[config.mk]
export PLATFORM = sky130hd
export DESIGN_NAME = wrs_top
export DESIGN_NICKNAME = d
export VERILOG_FILES = /design/src/design/wrs_pkg.sv /design/src/design/wrs_sync.sv /design/src/design/wrs_top.sv
export SDC_FILE = /design/constraint.sdc
export NUM_CORES = 1
export LEC_CHECK = 0
export BUFFER_PORTS_ARGS = -buffer_cell sky130_fd_sc_hd__buf_2
export CORE_AREA = 2 2 39 41
export CTS_BUF_LIST = sky130_fd_sc_hd__clkbuf_8 sky130_fd_sc_hd__clkbuf_16
export CTS_CLUSTER_DIAMETER = 200
export CTS_CLUSTER_SIZE = 8
export DETAILED_ROUTE_END_ITERATION = 10
export DIE_AREA = 0 0 41 43
export PLACE_DENSITY = 0.7
export SETUP_SLACK_MARGIN = 0.3
export SYNTH_ARGS = -nofsm -noshare
export SYNTH_HDL_FRONTEND = slang
export SYNTH_SLANG_ARGS = --single-unit
export TNS_END_PERCENT = 100
[constraint.sdc]
create_clock -name sys_clk -period 0.8 [get_ports sys_clk]
set_input_delay 0.16 -clock sys_clk [delete_from_list [all_inputs] [get_ports sys_clk]]
set_output_delay 0.16 -clock sys_clk [all_outputs]
set_load 0.005 [all_outputs]
[src/design/wrs_pkg.sv]
// Package of constants and carrier types for the wakeup reset sequencer.
package wrs_pkg;

    // ------------------------------------------------------------------
    // Timing and field layout
    // ------------------------------------------------------------------
    localparam int unsigned CLK_WINDOW_CYCLES = 2;
    localparam int unsigned CAUSE_W           = 3;
    localparam int unsigned SYNC_STAGES       = 2;

    // Code that the cause field carries after a wakeup reset.
    localparam logic [2:0] CAUSE_WAKEUP = 3'h1;
    // Code held before the first completed sequence.
    localparam logic [2:0] CAUSE_NONE   = 3'h0;

    // ------------------------------------------------------------------
    // Types
    // ------------------------------------------------------------------
    typedef enum logic [2:0]
    {
        WRS_HOLD   = 3'b001,
        WRS_WINDOW = 3'b010,
        WRS_RUN    = 3'b100
    } wrs_state_t;

    typedef struct packed
    {
        logic proc_rst_b;
        logic periph_rst_b;
        logic proc_clk_en;
    } wrs_ctrl_t;

endpackage

[src/design/wrs_sync.sv]
// Two-stage level synchroniser onto the slow clock.
`timescale 1ns/100ps
module wrs_sync
#(
    parameter int unsigned STAGES = 2
)
(
    input  wire logic clk,
    input  wire logic rst_b,
    input  wire logic din,
    output logic      dout
);

    logic [STAGES-1:0] chain_reg;

    // The first stage feeds only the next stage, never any other logic.
    always_ff @(posedge clk or negedge rst_b)
    begin
        if (!rst_b)
            chain_reg <= '0;
        else
            chain_reg <= {chain_reg[STAGES-2:0], din};
    end

    assign dout = chain_reg[STAGES-1];

endmodule

[src/design/wrs_top.sv]
// Wakeup reset sequencer: main-supply POR to processor and peripheral resets.
// Notes on behaviour
// - While the main-supply POR is active every reset output is held asserted, the backup reset untouched.
// - On power-up the POR output is synchronised to the slow clock before it steps the sequence.
// - After the synchronised power-on the processor clock runs for two slow-clock cycles with resets held.
// - When that window ends the processor reset and the other resets release together.
// - On that release the reset cause field is set to report a wakeup reset.
// - A falling main supply asserts the resets at once, with no slow-clock delay.
// - That assertion is timed straight from the raw POR output, not its synchronised copy.
`timescale 1ns/100ps
module wrs_top
#(
    parameter int unsigned WINDOW_CYCLES = wrs_pkg::CLK_WINDOW_CYCLES
)
(
    input  wire logic                      sys_clk,
    input  wire logic                      rst_b,
    input  wire logic                      por_main_b,
    output logic                           proc_rst_b,
    output logic                           periph_rst_b,
    output logic                           proc_clk_en,
    output logic [wrs_pkg::CAUSE_W-1:0]    reset_cause_field
);

    // ------------------------------------------------------------------
    // Reset release and POR synchronisation
    // ------------------------------------------------------------------
    logic [1:0]          rst_sync_reg;
    logic                rst_int_b;
    logic                por_sync;
    logic                seq_rst_b;
    wrs_pkg::wrs_state_t state_reg;
    wrs_pkg::wrs_ctrl_t  ctrl_reg;

    // The window counter is sized from the parameter so that a longer
    // window still fits; it rests at the window length once released.
    localparam int unsigned         CNT_W    = $clog2(WINDOW_CYCLES + 1);
    localparam logic [CNT_W-1:0]    WIN_LAST = CNT_W'(WINDOW_CYCLES - 1);

    logic [CNT_W-1:0]    win_cnt_reg;
    logic                win_last;

    always_ff @(posedge sys_clk or negedge rst_b)
    begin
        if (!rst_b)
            rst_sync_reg <= 2'h0;
        else
            rst_sync_reg <= {rst_sync_reg[0], 1'b1};
    end

    assign rst_int_b = rst_sync_reg[1];

    // The raw POR acts as an asynchronous clear of the sequence, so the
    // resets fall in the same instant as the supply, not a clock later.
    assign seq_rst_b = rst_int_b & por_main_b;

    wrs_sync
    #(
        .STAGES (wrs_pkg::SYNC_STAGES)
    )
    u_por_sync
    (
        .clk   (sys_clk),
        .rst_b (seq_rst_b),
        .din   (1'b1),
        .dout  (por_sync)
    );

    // ------------------------------------------------------------------
    // Sequence state
    // ------------------------------------------------------------------
    // Last cycle of the clock window; resets and cause move on this edge.
    assign win_last = (state_reg == wrs_pkg::WRS_WINDOW)
                      && (win_cnt_reg == WIN_LAST);

    always_ff @(posedge sys_clk or negedge seq_rst_b)
    begin
        if (!seq_rst_b)
        begin
            state_reg   <= wrs_pkg::WRS_HOLD;
            win_cnt_reg <= '0;
        end
        else
        begin
            case (state_reg)
                wrs_pkg::WRS_HOLD:
                begin
                    if (por_sync)
                        state_reg <= wrs_pkg::WRS_WINDOW;
                end
                wrs_pkg::WRS_WINDOW:
                begin
                    win_cnt_reg <= win_cnt_reg + CNT_W'(1);
                    if (win_last)
                        state_reg <= wrs_pkg::WRS_RUN;
                end
                wrs_pkg::WRS_RUN:
                    state_reg <= wrs_pkg::WRS_RUN;
                default:
                    state_reg <= wrs_pkg::WRS_HOLD;
            endcase
        end
    end

    // ------------------------------------------------------------------
    // Reset and clock controls
    // ------------------------------------------------------------------
    // Outputs come straight from these flops; the async clear drops them
    // with the supply.
    always_ff @(posedge sys_clk or negedge seq_rst_b)
    begin
        if (!seq_rst_b)
        begin
            ctrl_reg <= '{proc_rst_b: 1'b0, periph_rst_b: 1'b0,
                          proc_clk_en: 1'b0};
        end
        else
        begin
            // The clock comes on as the sequence leaves hold and is left
            // running after release, so the core never sees a stopped
            // clock between the window and its first instruction.
            ctrl_reg.proc_clk_en <= (state_reg == wrs_pkg::WRS_HOLD
                                     && por_sync)
                                    || state_reg == wrs_pkg::WRS_WINDOW
                                    || state_reg == wrs_pkg::WRS_RUN;
            if (win_last)
            begin
                ctrl_reg.proc_rst_b   <= 1'b1;
                ctrl_reg.periph_rst_b <= 1'b1;
            end
        end
    end

    // Cause survives the supply loss; only the power-on reset clears it.
    always_ff @(posedge sys_clk or negedge rst_int_b)
    begin
        if (!rst_int_b)
            reset_cause_field <= wrs_pkg::CAUSE_NONE;
        else if (seq_rst_b && win_last)
            reset_cause_field <= wrs_pkg::CAUSE_WAKEUP;
    end

    assign proc_rst_b   = ctrl_reg.proc_rst_b;
    assign periph_rst_b = ctrl_reg.periph_rst_b;
    assign proc_clk_en  = ctrl_reg.proc_clk_en;

    // ------------------------------------------------------------------
    // Checks
    // ------------------------------------------------------------------
    hold_in_por_a: assert property (
        @(posedge sys_clk) !por_main_b |-> !proc_rst_b && !periph_rst_b)
        else $error("Reset released while supply POR is active.");

    sync_delay_a: assert property (
        @(posedge sys_clk) disable iff (!seq_rst_b)
        $rose(por_main_b) |-> !proc_clk_en [*3] ##1 proc_clk_en)
        else $error("Clock not enabled just after the POR synchroniser.");

    window_len_a: assert property (
        @(posedge sys_clk) disable iff (!seq_rst_b)
        $rose(proc_clk_en) |-> !proc_rst_b [*2] ##1 proc_rst_b)
        else $error("Clock window is not two cycles long.");

    release_together_a: assert property (
        @(posedge sys_clk) proc_rst_b == periph_rst_b)
        else $error("Processor and peripheral resets split.");

    cause_update_a: assert property (
        @(posedge sys_clk) disable iff (!rst_int_b)
        $rose(proc_rst_b) |-> reset_cause_field == wrs_pkg::CAUSE_WAKEUP)
        else $error("Cause field not wakeup on release.");

    fall_now_a: assert property (
        @(posedge sys_clk) disable iff (!rst_int_b)
        $fell(por_main_b) |-> !proc_rst_b && !proc_clk_en)
        else $error("Resets not asserted at once on supply fall.");

    clk_before_rel_a: assert property (
        @(posedge sys_clk) disable iff (!seq_rst_b)
        $rose(proc_rst_b) |-> $past(proc_clk_en, 2))
        else $error("Reset released without the clock window.");

    onehot_state_a: assert property (
        @(posedge sys_clk) disable iff (!seq_rst_b) $onehot(state_reg))
        else $error("Sequence state is not one-hot.");

    hold_clk_off_a: assert property (
        @(posedge sys_clk) disable iff (!seq_rst_b)
        state_reg == wrs_pkg::WRS_HOLD && !por_sync |=> !proc_clk_en)
        else $error("Clock enabled while still waiting for the POR.");

    clk_after_sync_a: assert property (
        @(posedge sys_clk) disable iff (!seq_rst_b)
        $rose(proc_clk_en) |-> $past(por_sync))
        else $error("Clock enabled without the synchronised POR.");

    release_stands_a: assert property (
        @(posedge sys_clk) disable iff (!seq_rst_b)
        proc_rst_b |=> proc_rst_b && proc_clk_en)
        else $error("Released reset dropped while the supply was up.");

    cause_kept_a: assert property (
        @(posedge sys_clk) disable iff (!rst_int_b)
        reset_cause_field == wrs_pkg::CAUSE_WAKEUP
        |=> reset_cause_field == wrs_pkg::CAUSE_WAKEUP)
        else $error("Wakeup cause lost while the block was out of reset.");

    cause_code_a: assert property (
        @(posedge sys_clk) disable iff (!rst_int_b)
        reset_cause_field == wrs_pkg::CAUSE_NONE
        || reset_cause_field == wrs_pkg::CAUSE_WAKEUP)
        else $error("Cause field holds an unknown code.");

    // ------------------------------------------------------------------
    // Cover points
    // ------------------------------------------------------------------

    seq_done_c: cover property (@(posedge sys_clk) $rose(proc_rst_b));
    window_c: cover property (@(posedge sys_clk) $rose(proc_clk_en));
    supply_drop_c: cover property (
        @(posedge sys_clk) proc_rst_b ##1 !por_main_b);
    glitch_restart_c: cover property (
        @(posedge sys_clk) proc_clk_en && !proc_rst_b ##1 !por_main_b);

endmodule

After elaboration in Yosys (flattened, before gate mapping)
Cells that the tools add are included.
Cells by class
  equal/unequal tests: 6
  mux-type cells: 3
  reduce and logical (&&, ||, !) cells: 6
  bitwise operators: 1
  add/sub/neg operators: 1
Operator list (count)
  3-bit case mux with 3 select lines: 1
  3-bit 2-to-1 mux: 2
  3-bit by 1-bit == test with 1-bit output, second input constant: 1
  3-bit by 2-bit == test with 1-bit output, second input constant: 1
  3-bit == test, second input constant: 1
  1-bit logical AND: 3
  2-bit by 1-bit adder with 2-bit output, second input constant: 1
  2-bit by 1-bit == test with 1-bit output, second input constant: 1
  1-bit logical OR: 2
  2-bit by 1-bit inequality test with 1-bit output, second input constant: 1
  2-bit inequality test, second input constant: 1
  2-bit AND reduction: 1
  1-bit AND: 1
Storage, ports and cells
  word-level logic and storage cells: 24
  register bits: 12

Depth between registers and ports, before layout
  depth in word-level cells: 4
  gate-level depth with buffers: 4

By module
Synthesis repeated with hierarchy kept, for this count alone.
Unflattened totals
  cell total of the unflattened synthesis: 35
  area total of the unflattened synthesis: 476.7 sq um
Modules (own cells, without submodules)
  wrs_top: area each 426.7 sq um, seq. area each 251.5 sq um, times used 1, cells each 33
  wrs_sync: area each 50.0 sq um, seq. area each 50.0 sq um, times used 1, cells each 2

Worst setup path before layout
OpenSTA, ideal clock, no wires.
  path type: reg2reg
  start: register win_cnt_reg[0]
  end: register state_reg[1]
  slack: -0.334 ns
  arrival time: 1.060 ns
  cell stages (with the launch flop): 4
  buffers on the path: 0
  setup time: 0.074 ns
  cell sequence: dfrtp_1 -> ha_1 -> or3b_1 -> a21oi_2
On the way
  word-level cells in the longest chain between the ends: 4
Ends and longest elaborated chain
  start, declared: RTL line wrs_top.sv:40  | logic [CNT_W-1:0] win_cnt_reg;
  start signal, assigned: RTL line wrs_top.sv:93  | win_cnt_reg <= win_cnt_reg + CNT_W'(1);
  2-bit by 1-bit == test with 1-bit output: RTL line wrs_top.sv:74  | && (win_cnt_reg == WIN_LAST);
  1-bit logical AND: RTL line wrs_top.sv:74
  2-bit inequality test (no source line)
  2-bit AND reduction (no source line)
  end signal, assigned: RTL line wrs_top.sv:80  | state_reg <= wrs_pkg::WRS_HOLD;
  end signal, assigned: RTL line wrs_top.sv:89  | state_reg <= wrs_pkg::WRS_WINDOW;
  end signal, assigned: RTL line wrs_top.sv:95  | state_reg <= wrs_pkg::WRS_RUN;
  end, declared: RTL line wrs_top.sv:32  | wrs_pkg::wrs_state_t state_reg;
Every way passes these cells.
A chain may end at the register's enable or synchronous reset.

Worst setup path after layout
Ends and elaborated chain as after synthesis.

==> out/metrics.yaml <==
status: "complete, but fails checks"
violations: "negative hold slack, negative setup slack"
yosysWarnings: 0
p_leak_nw: 0.3303
hold_violations: 8
cts.sinks: 12
synth.distinct_cells: 21
ir_drop_mv: 1.135
min_path_type: "input pin to asynchronous set/reset pin"
synth-simple-area-share_pct: 14.46
insertion_delay_ps: 240
p_per_area_mw_per_mm2: 3618
area_growth_pct: 36.16
antenna_found_initial: 0
gp_congestion: 0.6377
drt_iter0_markers: 3
finalWirelength_um: 836
clockRootBuffer: "clkbuf_8"
syn_area_um2: 501.7
die_height_um: 43
synth-seq-cells: 12
synth_top_family_by_area: "simple AND/OR/NAND/NOR gates"
synthAdderAreaFrac_pct: 2.494
synth_compound_area_share_pct: 4.239
place_ws_ps: -396.2
diodes: 0
fin_crit_ps: 1114
grt_pass1_vias: 309
startpoint_type: "flop"
postRouteAntennaNets: 0
utilization_pct: 49.37
final_cell_mix: "dfrtp_1 (10), buf_2 (7), buf_4 (6)"
min_period_over_period_pct: 139.3
skew_ps: 3.869
start_util_pct: 36.26
setup_violations: 12
end_kind: "flop"
crit_fanout: 3
synth_seq_area_share_pct: 60.10
port_buffers: 6
drv_cap: 0
routed_via_density: 4.243
fmax_mhz: 897.5
required_ps: 970
fin_cells: 70
rows: 14
layout_setup_ws_ps: -314.2
layout_commonest_cell: "dfrtp_1"
critical-path-slowest-cell: "dfrtp_1"
cts-buffers-inserted: 3
synthMuxAreaShare_pct: 6.234
dr.pass1.iters: 2
syn_inst: 37
via_count: 297
cts_tree: "built"
hold_slack_ps: -48.66
critPathTopFamily: "flip-flops"
path_class: "flop to flop"
holdBufCountCts: 1
drcViolationCount: 0
dp_cells: 62
grt_overflow: 0
wire_per_inst_um: 11.94
syn_area_per_cell_um2: 13.56
largest_reg_flops: 3
coreArea_mm2: 0.001384
grtUsageTotal_pct: 11.59
grt_max_degree: 9
dp_hpwl_um: 560.6
num-fill-cells: 127
report.final.slew_viol_count: 0
htree_levels: 1
die_w_um: 41
finish.net_count: 59
max_stage_delay_ps: 390
drive_above_1_share_pct: 50.00
clkTransAtPathRegs_ps: 50
clk_path_buf_depth: 2
grt_setup_unrepaired: "yes"
ios: 9
die_area_mm2: 0.001763
power_w: 0.002472
worstPathArrival_ps: 1290
grt_pass1_wl_um: 1338
synth_xor_area_share_pct: 3.491
path_cells: "ha_2 -> or3b_1 -> a21oi_2"
cp.buffers_inverters: 0
==> worst paths after layout <==
kind / cells after the start / slack, ps / from / to
hold / removal: 3 / -50 / por_main_b / state_reg[1]
setup / recovery: 3 / -310 / win_cnt_reg[0] / state_reg[1]
setup reg to reg: 3 / -310 / win_cnt_reg[0] / state_reg[1]
max in group asynchronous: 2 / 310 / rst_sync_reg[1] / state_reg[0]
hold reg to reg: 2 / 230 / rst_sync_reg[1] / reset_cause_field[0]
min in group sys_clk: 3 / 310 / por_main_b / reset_cause_field[0]
==> kinds of logic after synthesis <==
family / Yosys count
XOR/XNOR: 2
AO/OA/AOI/OAI: 3
flip-flops: 12
multiplexers: 3
AND/OR/NAND/NOR: 9
adder cells (fa/ha/maj): 1
buffers and inverters: 5
other: 2
==> report_power, final <==
group | internal [W] | total, W | switching, W
registers | 0.000820 | 0.00103 | 0.000215
clock network | 0.000434 | 0.000654 | 0.000220
logic | 0.000520 | 0.000783 | 0.000264
==> worst register-to-register path, cell delays in order (launching register included) <==
cell and delay (ps):
dfrtp_1 390, ha_2 190, or3b_1 360, a21oi_2 110
==> stage by stage <==
step           TNS (ps)  cell area (um2)
6_report          -2256            683.2
3_3_place_gp      -1833            584.3
2_1_floorplan     -1389            534.3
5_1_grt           -2807            683.2
3_5_place_dp      -2026            584.3
4_1_cts           -2350            674.4
==> cell type report <==
type                            instances  area, um2  area share [%]
Multi-Input combinational cell         22      200.2           29.30
Tap cell                               16      20.02           2.930
Inverter                                1      3.754          0.5495
Timing Repair Buffer                   15      101.3           14.84
Sequential cell                        12      302.8           44.32
Clock buffer                            4      55.05           8.059
==> cells in the mapped netlist <==
cell / count / area (um2)
dfstp_2: 1 / 26.28
nor3b_1: 1 / 7.510
nor4bb_1: 1 / 10.01
and2_1: 1 / 6.260
a21oi_1: 1 / 5.000
nor3b_2: 1 / 12.51
dfrtp_1: 11 / 275.3
buf_6: 1 / 11.26
a21oi_2: 1 / 8.760
mux2i_1: 2 / 20.02
a21o_1: 1 / 7.510
or3b_1: 1 / 8.760
ha_1: 1 / 12.51
inv_1: 1 / 3.750
conb_1: 2 / 7.510
xor2_1: 2 / 17.52
nand3b_1: 2 / 15.01
mux2_2: 1 / 11.26
or2_1: 1 / 6.260
nand2b_1: 1 / 6.260
buf_4: 3 / 22.52
==> repair_timing <==
item | CTS | global route
endpoints found under the setup margin | 13 | 13
cloned | 1 | 0
buffers inserted | 1 | 1
hold endpoints to repair | 10 | 8
pin swaps | 5 | 3
resized for setup | 2 | 2
==> layer usage <==
layer / GRT usage (%) / routed length [um] / part of all wire (%) / vias to the layer above
met3: 3.141 / 26 / 3.1 / 0
met5: 0 / 0 / 0 / -
met2: 18.44 / 465 / 56 / 5
met1: 13.38 / 344 / 41 / 144
li1: - / - / - / 148
met4: 6.000 / 0 / 0 / 0
(Power assumes the default switching activity.)
